===== config.mk =====
export PLATFORM = sky130hd
export DESIGN_NAME = sdram_command_power_fsm
export DESIGN_NICKNAME = d
export VERILOG_FILES = /design/src/sdram_cmd_pkg.sv /design/src/sdram_command_power_fsm.sv
export SDC_FILE = /design/constraint.sdc
export NUM_CORES = 1
export LEC_CHECK = 0
export BUFFER_PORTS_ARGS = -buffer_cell sky130_fd_sc_hd__buf_4
export CORE_MARGIN = 4
export CORE_UTILIZATION = 55
export DETAILED_ROUTE_END_ITERATION = 10
export PLACE_DENSITY = 0.76
export SLEW_MARGIN = 10
export SYNTH_ARGS = -nofsm -noshare
export SYNTH_HDL_FRONTEND = slang
export SYNTH_SLANG_ARGS = --single-unit

===== constraint.sdc =====
create_clock -name sys_clk -period 6.3 [get_ports sys_clk]
set_clock_uncertainty 0.2 [all_clocks]
set_input_delay 0.315 -clock sys_clk [delete_from_list [all_inputs] [get_ports sys_clk]]
set_output_delay 0.315 -clock sys_clk [all_outputs]
set_load 0.02 [all_outputs]

===== src/sdram_cmd_pkg.sv =====
// constants, types and the command decoder for the command and power state machine
package sdram_cmd_pkg;
  localparam int          CLK_MHZ       = 125;
  localparam int          NUM_BANKS     = 8;
  localparam int          CA_W          = 10;
  // timing figures in ns
  localparam int          T_RP_NS       = 18;
  localparam int          T_RFCPB_NS    = 60;
  localparam int          T_RFCAB_NS    = 130;
  localparam int          T_MRR_NS      = 16;
  localparam int          T_MRW_NS      = 40;
  localparam int          T_INIT5_NS    = 10000;
  localparam int          T_BURST_NS    = 32;
  // least times, rounded up to whole sys_clk cycles
  localparam int          T_RP_CYC      = (T_RP_NS * CLK_MHZ + 999) / 1000;
  localparam int          T_RFCPB_CYC   = (T_RFCPB_NS * CLK_MHZ + 999) / 1000;
  localparam int          T_RFCAB_CYC   = (T_RFCAB_NS * CLK_MHZ + 999) / 1000;
  localparam int          T_MRR_CYC     = (T_MRR_NS * CLK_MHZ + 999) / 1000;
  localparam int          T_MRW_CYC     = (T_MRW_NS * CLK_MHZ + 999) / 1000;
  localparam int          T_INIT5_CYC   = (T_INIT5_NS * CLK_MHZ + 999) / 1000;
  localparam int          T_BURST_CYC   = (T_BURST_NS * CLK_MHZ + 999) / 1000;
  // opcode patterns, bit i is the rising sample of command/address bit i
  localparam logic [3:0]  OPC_MRW       = 4'h0;
  localparam logic [3:0]  OPC_MRR       = 4'h8;
  localparam logic [3:0]  OPC_REFPB     = 4'h4;
  localparam logic [3:0]  OPC_REFAB     = 4'hC;
  localparam logic [3:0]  OPC_PRE       = 4'hB;
  localparam logic [3:0]  OPC_BST       = 4'h3;
  localparam logic [1:0]  OPC_ACT       = 2'h2;
  localparam logic [2:0]  OPC_WR        = 3'h1;
  localparam logic [2:0]  OPC_RD        = 3'h5;
  localparam logic [2:0]  OPC_NOP       = 3'h7;
  localparam logic [2:0]  OPC_SRE       = 3'h4;
  localparam logic [2:0]  OPC_DPD       = 3'h3;
  localparam logic [7:0]  RESET_MR_ADDR = 8'h3F;
  localparam int          BANK_LSB      = 7;
  localparam int          AB_BIT        = 4;
  localparam int          AP_BIT        = 0;

  typedef enum logic [3:0] {
    CMD_NOP, CMD_MRW, CMD_MRR, CMD_REFPB, CMD_REFAB, CMD_ACT,
    CMD_WR, CMD_RD, CMD_PRE, CMD_BST, CMD_BAD
  } cmd_kind_t;

  typedef struct packed {
    cmd_kind_t   kind;
    logic [2:0]  bank;
    logic        ap;
    logic        ab;
    logic [7:0]  ma;
    logic [7:0]  op;
    logic [11:0] col;
  } cmd_t;

  typedef enum logic [17:0] {
    ST_POWER_ON   = 18'h0_0001, ST_RESETTING  = 18'h0_0002,
    ST_IDLE       = 18'h0_0004, ST_ACTIVE     = 18'h0_0008,
    ST_READING    = 18'h0_0010, ST_WRITING    = 18'h0_0020,
    ST_PRECHARGE  = 18'h0_0040, ST_REF_PB     = 18'h0_0080,
    ST_REF_AB     = 18'h0_0100, ST_MR_WRITE   = 18'h0_0200,
    ST_MRR_IDLE   = 18'h0_0400, ST_MRR_ACTIVE = 18'h0_0800,
    ST_MRR_RESET  = 18'h0_1000, ST_ACTIVE_PD  = 18'h0_2000,
    ST_IDLE_PD    = 18'h0_4000, ST_RESET_PD   = 18'h0_8000,
    ST_SELF_REF   = 18'h1_0000, ST_DEEP_SLEEP = 18'h2_0000
  } state_t;

  function automatic cmd_t decode_cmd(input logic [CA_W-1:0] r, input logic [CA_W-1:0] f);
    cmd_t c;
    c.bank = r[BANK_LSB +: 3];
    c.ap   = f[AP_BIT];
    c.ab   = r[AB_BIT];
    c.ma   = {f[1:0], r[9:4]};
    c.op   = f[9:2];
    c.col  = {f[9:1], r[6:5], 1'b0};
    if (r[2:0] == OPC_NOP)        c.kind = CMD_NOP;
    else if (r[1:0] == OPC_ACT)   c.kind = CMD_ACT;
    else if (r[2:0] == OPC_WR)    c.kind = CMD_WR;
    else if (r[2:0] == OPC_RD)    c.kind = CMD_RD;
    else if (r[3:0] == OPC_MRW)   c.kind = CMD_MRW;
    else if (r[3:0] == OPC_MRR)   c.kind = CMD_MRR;
    else if (r[3:0] == OPC_REFPB) c.kind = CMD_REFPB;
    else if (r[3:0] == OPC_REFAB) c.kind = CMD_REFAB;
    else if (r[3:0] == OPC_PRE)   c.kind = CMD_PRE;
    else if (r[3:0] == OPC_BST)   c.kind = CMD_BST;
    else                          c.kind = CMD_BAD;
    return c;
  endfunction : decode_cmd
endpackage : sdram_cmd_pkg


===== src/sdram_command_power_fsm.sv =====
// command decode, bank tracking and power state machine of the memory device
// Operation
// commands decode from chip select, CA0..CA3 and clock gate at rising edge
// the three bank bits pick the single bank a command acts on
// read or write with auto precharge closes its bank after the burst
// CA bits sampled on both edges form two fields of one command
// chip select and clock gate sampled only on rising edges
// self refresh and deep sleep exits seen without a running clock
// per-bank refresh only on eight-bank parts; controller must not send otherwise
// column bit C0 is always taken as zero
// precharge with all-bank flag closes every bank, bank bits ignored
// clock gate low on consecutive edges keeps the low-power state
// clock gate rising with chip select high leaves active or idle power-down
// clock gate rising with chip select high in deep sleep gives power-on
// after self refresh exit controller sends only no-ops for the exit delay
// after power-down exit controller sends only no-ops for the exit delay
// clock gate falling with chip select high enters active or idle power-down
// resetting power-down exit goes idle only if init settle time expired
// controller never sends combinations outside the defined tables
// from idle activate opens a row; refresh starts per-bank or all-bank refresh
// mode register write loads a register; reset write starts auto initialisation
// precharge from idle or active closes rows and enters precharging
// active: read or write starts a burst; register read enters active reading
// reading: read restarts, write switches, burst stop returns to active
// writing: write restarts, read switches, burst stop returns to active
// power-on reset starts resetting; register read allowed while resetting
// controller sends no-op only when clock gate was level across two edges
// controller sends only no-ops in refresh and register access states
// a no-op continues the running operation and leaves banks unchanged
`timescale 1ns/1ps
`default_nettype none
module sdram_command_power_fsm #(
  parameter int num_banks = sdram_cmd_pkg::NUM_BANKS
) (
  input  wire logic                            sys_clk,
  input  wire logic                            rst,
  input  wire logic                            mem_clk,
  input  wire logic                            chip_select_low,
  input  wire logic                            clk_gate_input,
  input  wire logic [sdram_cmd_pkg::CA_W-1:0]  cmd_addr,
  output var  sdram_cmd_pkg::state_t           dev_state,
  output var  logic [7:0]                      bank_open,
  output var  sdram_cmd_pkg::cmd_t             last_cmd,
  output var  logic                            cmd_strobe,
  output var  logic                            init_done
);
  localparam int AP_WAIT_MAX = 16;

  // two-stage synchronisers; logic reads stage two, and for mem_clk also the delay flop mclk_d
  logic                           mclk_s1, mclk_s2, mclk_d;
  logic                           cs_s1, cs_s2, cke_s1, cke_s2;
  logic [sdram_cmd_pkg::CA_W-1:0] ca_s1, ca_s2;

  always_ff @(posedge sys_clk) begin
    if (rst) begin
      {mclk_s1, mclk_s2, mclk_d} <= 3'h0;
      {cs_s1, cs_s2, cke_s1, cke_s2} <= 4'hF;
      ca_s1 <= '0;
      ca_s2 <= '0;
    end else begin
      mclk_s1 <= mem_clk;
      mclk_s2 <= mclk_s1;
      mclk_d  <= mclk_s2;
      cs_s1   <= chip_select_low;
      cs_s2   <= cs_s1;
      cke_s1  <= clk_gate_input;
      cke_s2  <= cke_s1;
      ca_s1   <= cmd_addr;
      ca_s2   <= ca_s1;
    end
  end

  logic mclk_rise, mclk_fall, exec;
  assign mclk_rise = mclk_s2 & ~mclk_d;
  assign mclk_fall = ~mclk_s2 & mclk_d;

  sdram_cmd_pkg::state_t          state_r, state_nxt;
  logic [7:0]                     bank_open_r, bank_open_nxt;
  logic [sdram_cmd_pkg::CA_W-1:0] ca_rise_r, ca_rise_nxt;
  logic                           pend_r, pend_nxt;
  logic                           cke_prev_r, cke_prev_nxt;
  logic                           cke_lvl_r, cke_lvl_nxt;
  logic [15:0]                    timer_r, timer_nxt;
  logic [15:0]                    init_tmr_r, init_tmr_nxt;
  logic                           init_done_r, init_done_nxt;
  logic                           ap_busy_r, ap_busy_nxt;
  logic [2:0]                     ap_bank_r, ap_bank_nxt;
  logic [15:0]                    ap_tmr_r, ap_tmr_nxt;
  sdram_cmd_pkg::cmd_t            cmd_r, cmd_nxt, dec;
  logic                           strobe_r, strobe_nxt;

  assign exec = mclk_fall & pend_r;

  always_comb begin
    state_nxt     = state_r;
    bank_open_nxt = bank_open_r;
    ca_rise_nxt   = ca_rise_r;
    pend_nxt      = pend_r;
    cke_prev_nxt  = cke_prev_r;
    cke_lvl_nxt   = cke_s2;
    timer_nxt     = (timer_r != 16'h0000) ? timer_r - 16'h0001 : timer_r;
    init_tmr_nxt  = init_tmr_r;
    init_done_nxt = init_done_r;
    ap_busy_nxt   = ap_busy_r;
    ap_bank_nxt   = ap_bank_r;
    ap_tmr_nxt    = (ap_tmr_r != 16'h0000) ? ap_tmr_r - 16'h0001 : ap_tmr_r;
    cmd_nxt       = cmd_r;
    strobe_nxt    = 1'b0;
    dec           = sdram_cmd_pkg::decode_cmd(ca_rise_r, ca_s2);

    // init settle timer runs in resetting and its power-down
    if (state_r == sdram_cmd_pkg::ST_RESETTING || state_r == sdram_cmd_pkg::ST_RESET_PD) begin
      if (init_tmr_r != 16'h0000) begin
        init_tmr_nxt = init_tmr_r - 16'h0001;
      end else begin
        init_done_nxt = 1'b1;
      end
    end
    if (state_r == sdram_cmd_pkg::ST_RESETTING && init_done_r) begin
      state_nxt = sdram_cmd_pkg::ST_IDLE;
    end

    // end of timed states
    if (timer_r == 16'h0000) begin
      case (state_r)
        sdram_cmd_pkg::ST_PRECHARGE: begin
          state_nxt = (bank_open_r != 8'h00) ? sdram_cmd_pkg::ST_ACTIVE : sdram_cmd_pkg::ST_IDLE;
        end
        sdram_cmd_pkg::ST_REF_PB, sdram_cmd_pkg::ST_REF_AB,
        sdram_cmd_pkg::ST_MR_WRITE, sdram_cmd_pkg::ST_MRR_IDLE: begin
          state_nxt = sdram_cmd_pkg::ST_IDLE;
        end
        sdram_cmd_pkg::ST_MRR_ACTIVE: state_nxt = sdram_cmd_pkg::ST_ACTIVE;
        sdram_cmd_pkg::ST_MRR_RESET:  state_nxt = sdram_cmd_pkg::ST_RESETTING;
        default: ;
      endcase
    end

    // auto precharge fires once the burst time has run out
    if (ap_busy_r && ap_tmr_r == 16'h0000) begin
      ap_busy_nxt = 1'b0;
      bank_open_nxt[ap_bank_r] = 1'b0;
      if (state_r == sdram_cmd_pkg::ST_READING || state_r == sdram_cmd_pkg::ST_WRITING) begin
        state_nxt = ((bank_open_r & ~(8'h01 << ap_bank_r)) != 8'h00) ?
                    sdram_cmd_pkg::ST_ACTIVE : sdram_cmd_pkg::ST_IDLE;
      end
    end

    // rising edge: gate and select are single rate
    if (mclk_rise) begin
      cke_prev_nxt = cke_s2;
      pend_nxt     = 1'b0;
      case ({cke_prev_r, cke_s2})
        2'h3: begin
          // chip select high is a no-op and leaves all state alone
          if (!cs_s2) begin
            ca_rise_nxt = ca_s2;
            pend_nxt    = 1'b1;
          end
        end
        2'h2: begin
          if (cs_s2) begin
            case (state_r)
              sdram_cmd_pkg::ST_RESETTING: state_nxt = sdram_cmd_pkg::ST_RESET_PD;
              sdram_cmd_pkg::ST_IDLE, sdram_cmd_pkg::ST_ACTIVE: begin
                state_nxt = (bank_open_r != 8'h00) ? sdram_cmd_pkg::ST_ACTIVE_PD
                                                   : sdram_cmd_pkg::ST_IDLE_PD;
              end
              default: ;
            endcase
          end else if (state_r == sdram_cmd_pkg::ST_IDLE) begin
            if (ca_s2[2:0] == sdram_cmd_pkg::OPC_SRE) begin
              state_nxt = sdram_cmd_pkg::ST_SELF_REF;
            end else if (ca_s2[2:0] == sdram_cmd_pkg::OPC_DPD) begin
              state_nxt = sdram_cmd_pkg::ST_DEEP_SLEEP;
            end
          end
        end
        2'h1: begin
          if (cs_s2) begin
            case (state_r)
              sdram_cmd_pkg::ST_ACTIVE_PD: state_nxt = sdram_cmd_pkg::ST_ACTIVE;
              sdram_cmd_pkg::ST_IDLE_PD:   state_nxt = sdram_cmd_pkg::ST_IDLE;
              sdram_cmd_pkg::ST_RESET_PD: begin
                state_nxt = sdram_cmd_pkg::ST_RESETTING;
                if (init_done_r) state_nxt = sdram_cmd_pkg::ST_IDLE;
              end
              default: ;
            endcase
          end
        end
        default: ; // gate held low: stay in the low-power state
      endcase
    end

    // falling edge completes a two-half command
    if (exec) begin
      pend_nxt   = 1'b0;
      cmd_nxt    = dec;
      strobe_nxt = 1'b1;
      case (state_r)
        sdram_cmd_pkg::ST_IDLE, sdram_cmd_pkg::ST_ACTIVE: begin
          case (dec.kind)
            sdram_cmd_pkg::CMD_ACT: begin
              bank_open_nxt[dec.bank] = 1'b1;
              state_nxt = sdram_cmd_pkg::ST_ACTIVE;
            end
            sdram_cmd_pkg::CMD_PRE: begin
              if (dec.ab) bank_open_nxt = 8'h00;
              else        bank_open_nxt[dec.bank] = 1'b0;
              state_nxt = sdram_cmd_pkg::ST_PRECHARGE;
              timer_nxt = 16'(sdram_cmd_pkg::T_RP_CYC - 1);
            end
            sdram_cmd_pkg::CMD_MRR: begin
              state_nxt = (state_r == sdram_cmd_pkg::ST_IDLE) ? sdram_cmd_pkg::ST_MRR_IDLE
                                                             : sdram_cmd_pkg::ST_MRR_ACTIVE;
              timer_nxt = 16'(sdram_cmd_pkg::T_MRR_CYC - 1);
            end
            sdram_cmd_pkg::CMD_RD, sdram_cmd_pkg::CMD_WR: begin
              if (state_r == sdram_cmd_pkg::ST_ACTIVE) begin
                state_nxt = sdram_cmd_pkg::ST_WRITING;
                if (dec.kind == sdram_cmd_pkg::CMD_RD) state_nxt = sdram_cmd_pkg::ST_READING;
                ap_busy_nxt = dec.ap;
                ap_bank_nxt = dec.bank;
                ap_tmr_nxt  = 16'(sdram_cmd_pkg::T_BURST_CYC - 1);
              end
            end
            sdram_cmd_pkg::CMD_REFPB: begin
              // single-bank refresh exists only on eight-bank parts
              if (state_r == sdram_cmd_pkg::ST_IDLE && num_banks == 8) begin
                state_nxt = sdram_cmd_pkg::ST_REF_PB;
                timer_nxt = 16'(sdram_cmd_pkg::T_RFCPB_CYC - 1);
              end
            end
            sdram_cmd_pkg::CMD_REFAB: begin
              if (state_r == sdram_cmd_pkg::ST_IDLE) begin
                state_nxt = sdram_cmd_pkg::ST_REF_AB;
                timer_nxt = 16'(sdram_cmd_pkg::T_RFCAB_CYC - 1);
              end
            end
            sdram_cmd_pkg::CMD_MRW: begin
              if (state_r == sdram_cmd_pkg::ST_IDLE) begin
                if (dec.ma == sdram_cmd_pkg::RESET_MR_ADDR) begin
                  state_nxt     = sdram_cmd_pkg::ST_RESETTING;
                  bank_open_nxt = 8'h00;
                  init_tmr_nxt  = 16'(sdram_cmd_pkg::T_INIT5_CYC - 1);
                  init_done_nxt = 1'b0;
                end else begin
                  state_nxt = sdram_cmd_pkg::ST_MR_WRITE;
                  timer_nxt = 16'(sdram_cmd_pkg::T_MRW_CYC - 1);
                end
              end
            end
            default: ; // no-op keeps everything running
          endcase
        end
        sdram_cmd_pkg::ST_READING, sdram_cmd_pkg::ST_WRITING: begin
          case (dec.kind)
            sdram_cmd_pkg::CMD_RD, sdram_cmd_pkg::CMD_WR: begin
              state_nxt = (dec.kind == sdram_cmd_pkg::CMD_RD) ? sdram_cmd_pkg::ST_READING
                                                             : sdram_cmd_pkg::ST_WRITING;
              ap_busy_nxt = dec.ap;
              ap_bank_nxt = dec.bank;
              ap_tmr_nxt  = 16'(sdram_cmd_pkg::T_BURST_CYC - 1);
            end
            sdram_cmd_pkg::CMD_BST: begin
              state_nxt   = sdram_cmd_pkg::ST_ACTIVE;
              ap_busy_nxt = 1'b0;
            end
            default: ;
          endcase
        end
        sdram_cmd_pkg::ST_POWER_ON: begin
          if (dec.kind == sdram_cmd_pkg::CMD_MRW && dec.ma == sdram_cmd_pkg::RESET_MR_ADDR) begin
            state_nxt     = sdram_cmd_pkg::ST_RESETTING;
            init_tmr_nxt  = 16'(sdram_cmd_pkg::T_INIT5_CYC - 1);
            init_done_nxt = 1'b0;
          end
        end
        sdram_cmd_pkg::ST_RESETTING: begin
          if (dec.kind == sdram_cmd_pkg::CMD_MRR) begin
            state_nxt = sdram_cmd_pkg::ST_MRR_RESET;
            timer_nxt = 16'(sdram_cmd_pkg::T_MRR_CYC - 1);
          end
        end
        default: ;
      endcase
    end

    // exits from self refresh and deep sleep need no clock edge at all
    if (cke_s2 && !cke_lvl_r && cs_s2) begin
      if (state_r == sdram_cmd_pkg::ST_SELF_REF) begin
        state_nxt    = sdram_cmd_pkg::ST_IDLE;
        cke_prev_nxt = 1'b1;
      end else if (state_r == sdram_cmd_pkg::ST_DEEP_SLEEP) begin
        state_nxt     = sdram_cmd_pkg::ST_POWER_ON;
        bank_open_nxt = 8'h00;
        init_done_nxt = 1'b0;
        cke_prev_nxt  = 1'b1;
      end
    end
  end

  always_ff @(posedge sys_clk) begin
    if (rst) begin
      state_r     <= sdram_cmd_pkg::ST_POWER_ON;
      bank_open_r <= 8'h00;
      ca_rise_r   <= '0;
      pend_r      <= 1'b0;
      cke_prev_r  <= 1'b1;
      cke_lvl_r   <= 1'b1;
      timer_r     <= 16'h0000;
      init_tmr_r  <= 16'h0000;
      init_done_r <= 1'b0;
      ap_busy_r   <= 1'b0;
      ap_bank_r   <= 3'h0;
      ap_tmr_r    <= 16'h0000;
      cmd_r       <= '0;
      strobe_r    <= 1'b0;
    end else begin
      state_r     <= state_nxt;
      bank_open_r <= bank_open_nxt;
      ca_rise_r   <= ca_rise_nxt;
      pend_r      <= pend_nxt;
      cke_prev_r  <= cke_prev_nxt;
      cke_lvl_r   <= cke_lvl_nxt;
      timer_r     <= timer_nxt;
      init_tmr_r  <= init_tmr_nxt;
      init_done_r <= init_done_nxt;
      ap_busy_r   <= ap_busy_nxt;
      ap_bank_r   <= ap_bank_nxt;
      ap_tmr_r    <= ap_tmr_nxt;
      cmd_r       <= cmd_nxt;
      strobe_r    <= strobe_nxt;
    end
  end

  assign dev_state  = state_r;
  assign bank_open  = bank_open_r;
  assign last_cmd   = cmd_r;
  assign cmd_strobe = strobe_r;
  assign init_done  = init_done_r;
endmodule : sdram_command_power_fsm
`default_nettype wire


==> impl_metrics.py <==
metrics = {
    "status": {
        "status": "finished clean",
    },
    "critical_path": {
        "endpoint_kind": "register",
        "start_kind": "register",
        "worstPathMaxFanout": 12,
        "required_ps": 6370,
        "critical_path_class": "register to register",
        "critical_path_arrival_ps": 3640,
        "regToRegSetupSlack_ps": 2730,
    },
    "synthesis": {
        "synth_edf_count": 0,
        "ys_async_sr_fraction_pct": 0,
        "yosys_warnings": 0,
        "synth_area_leaders": "dfxtp_1 (39%), nor2_1 (5.8%), a21oi_1 (5.4%), nand2_1 (5.3%), xnor2_1 (2.9%)",
        "synth.most_common_cell": "dfxtp_1",
        "synth_cell_types": 70,
        "netlist_instances": 908,
        "ys_seq_area_share_pct": 38.9,
        "synth_top_area_share_pct": 38.9,
        "synth_area_sq_mm": 0.00721,
        "syn-num-nets": 932,
        "syn_avg_cell_area_sq_um": 7.94,
        "synth_seq_cells": 140,
        "synth_common_cells": "dfxtp_1 (140), nor2_1 (112), nand2_1 (102)",
        "ys.flop_type": "dfxtp_1",
        "synth.largest_area_cell": "dfxtp_1",
    },
    "floorplan": {
        "ios": 80,
        "rows": 41,
        "die_area_sq_mm": 0.0150,
        "die_w_um": 123,
        "die_y_um": 123,
        "initial_utilization_pct": 56.7,
        "core_area_sq_mm": 0.0127,
    },
    "clocking": {
        "cts_setup_buffers": 0,
        "cts-resized-gates": 0,
        "clkTransAtPathRegs_ps": 60,
        "numCtsBuffers": 17,
        "cts_root_buf": "clkbuf_16",
        "cts.path.max_buffers": 2,
        "cts.sink_count": 140,
        "clock_latency_ps": 420,
        "cts_tree": "yes",
        "cts_max_level": 4,
    },
    "run": {
        "max_cap_violations": 0,
    },
    "drt": {
        "route.detailed.drc": 0,
        "drt-pass1-iter-count": 8,
        "first_iter_violations": 612,
        "drt_wl_total_um": 19300,
        "drt-vias-per-instance": 5.85,
        "vias": 6646,
        "wl_per_cell_um": 16.9,
        "ant_nets": 0,
    },
    "final_layout": {
        "final_area_sq_mm": 0.00837,
        "final_nets": 978,
        "multi_input_comb_area_sq_mm": 0.00402,
        "n_antenna_cell": 0,
        "fill_cells": 1147,
        "seqCellArea_sq_mm": 0.00280,
        "final_cell_count_no_fill": 1137,
        "final_core_util_pct": 65.8,
        "area_growth_pct": 16.1,
        "drive_above_1_share_pct": 14.4,
    },
    "pwr": {
        "leakagePower_nw": 3.19,
        "internal_power_mw": 1.75,
        "peakVddDrop_mv": 0.186,
        "p_comb_share_pct": 21.1,
        "power.switching_mw": 0.737,
        "cellPowerDensity_mw_per_mm2": 297,
        "sw_frac_of_total_pct": 29.6,
        "clkPwrFrac_pct": 37.0,
        "seqPwrFrac_pct": 41.8,
    },
    "global_route": {
        "grt_pass1_wl_um": 31200,
        "antenna_found_initial": 0,
        "grt_pass1_vias": 6025,
        "top_usage_layer": "met2",
        "grt-ovfl-total": 0,
        "grt_usage_pct": 26.3,
        "use_met2_pct": 40.7,
        "grt.met1_usage_pct": 34.6,
        "grtUsageMet3_pct": 6.50,
        "grt_max_degree": 83,
    },
    "timing": {
        "slew_violations": 0,
        "setup_viol": 0,
        "min_period_over_period_pct": 56.6,
        "worst_pin_slew_ps": 1160,
        "fmax_mhz": 280,
        "rsz0062_at_grt": "false",
        "period_needed_ps": 3570,
        "setup_tns_ps": 0,
        "max_slew_margin_pct": 22.6,
        "layout_setup_ws_ps": 2730,
        "hold_viol_final": 0,
    },
    "placed_design": {
        "gp_congestion": 0.945,
        "numPortBuffers": 78,
        "place_inst": 1094,
        "post_dp_cell_area_sq_mm": 0.00770,
        "pre_cts_ws_ps": 2850,
        "dp_hpwl_um": 13600,
    },
    "worst_hold_path": {
        "min_path_type": "input port to register",
    },
}
## cell type report
| type | instances | area share [%] |
|---|---|---|
| inverter | 13 | 0.583 |
| multi-input combinational | 687 | 48.0 |
| clock buffer | 19 | 5.29 |
| sequential | 140 | 33.5 |
| tap | 172 | 2.57 |
| clock inverter | 11 | 1.17 |
| timing repair buffer | 95 | 8.91 |
## stage by stage
stage / power, mW / hold WS [ps]
floorplan: 1.47 / 189
global placement: 1.55 / 195
detailed placement: 1.57 / 192
CTS: 2.50 / 117
global route: 2.63 / 150
finish: 2.49 / 141
## path summary, 6_finish.rpt
| path | from | to | cells after the start |
|---|---|---|---|
| max reg2reg | dev_state[8] | init_done | 7 |
| min reg2reg | cke_s1 | cke_lvl_nxt | 1 |
| max | dev_state[8] | init_done | 7 |
| min | rst | cke_prev_r | 3 |
## kinds of logic (layout without fill, tap and decap cells)
group	Yosys count	count (layout)	synth area share (%)
buf+inv	81	138	5.48
compound gates	191	191	16.2
xor+xnor	48	48	5.83
fa+ha+maj	9	9	1.56
mux	6	6	0.850
other cells	1	1	0.0520
simple gates	432	432	31.1
flops	140	140	38.9
## per-layer routing
layer,share of wire (%),up-vias
met3,8.4,42
met2,45,300
met5,0,-
li1,-,3278
met1,44,3026
met4,3.0,0
## placed cells by master, fill, tap and decap left out, types with 4 or more instances in the layout
cell type	n
dfxtp_1	140
nor2_1	111
nand2_1	102
buf_4	82
a21oi_1	78
o21ai_0	38
nor2b_1	32
xnor2_1	24
xor2_1	24
nand3_1	24
nor4_1	21
nor3_1	20
nand2b_1	20
nand4_1	17
clkbuf_16	17
or3_1	14
inv_1	13
dlygate4sd3_1	13
or4_1	11
or2_2	10
ha_1	9
nand3b_1	8
o21a_1	8
a31oi_1	7
nor3b_1	6
and2_1	6
a211oi_1	6
a21o_1	6
o31ai_1	6
o22ai_1	5
and3_1	5
o211ai_1	5
mux2i_1	5
or3b_2	4
a221oi_1	4
clkinv_2	4
clkinvlp_4	4
## what timing repair did
| action | CTS | global route |
|---|---|---|
| endpoints found under the setup margin | 0 | 0 |
| hold endpoints to repair | 13 | 0 |
| hold buffers | 13 | 0 |
## worst max-delay path, cell delays in order (launching register included)
cell and delay, ps:
dfxtp_1 380, nor4_2 570, nand4_1 600, a31o_1 420, a21oi_2 220, o2111ai_1 420, nand2b_1 530, a211oi_1 90
## power groups by stage
| stage | logic (mW) | clock network, mW | registers (mW) |
|---|---|---|---|
| floorplan | 0.432 | 0 | 1.04 |
| global placement | 0.498 | 0 | 1.06 |
| detailed placement | 0.511 | 0 | 1.06 |
| CTS | 0.527 | 0.933 | 1.04 |
| global route | 0.608 | 0.969 | 1.05 |
| finish | 0.526 | 0.922 | 1.04 |
## sequential cells by signal (all words and copies together) (netlist names), 3 cells and up
name and flops:
ap_bank_r 3, ap_tmr_r 16, bank_open 8, ca_rise_r 10, ca_s1 10, ca_s2 10
dev_state 18, init_tmr_r 16, last_cmd 20, timer_r 16
(Power assumes the default switching activity.)
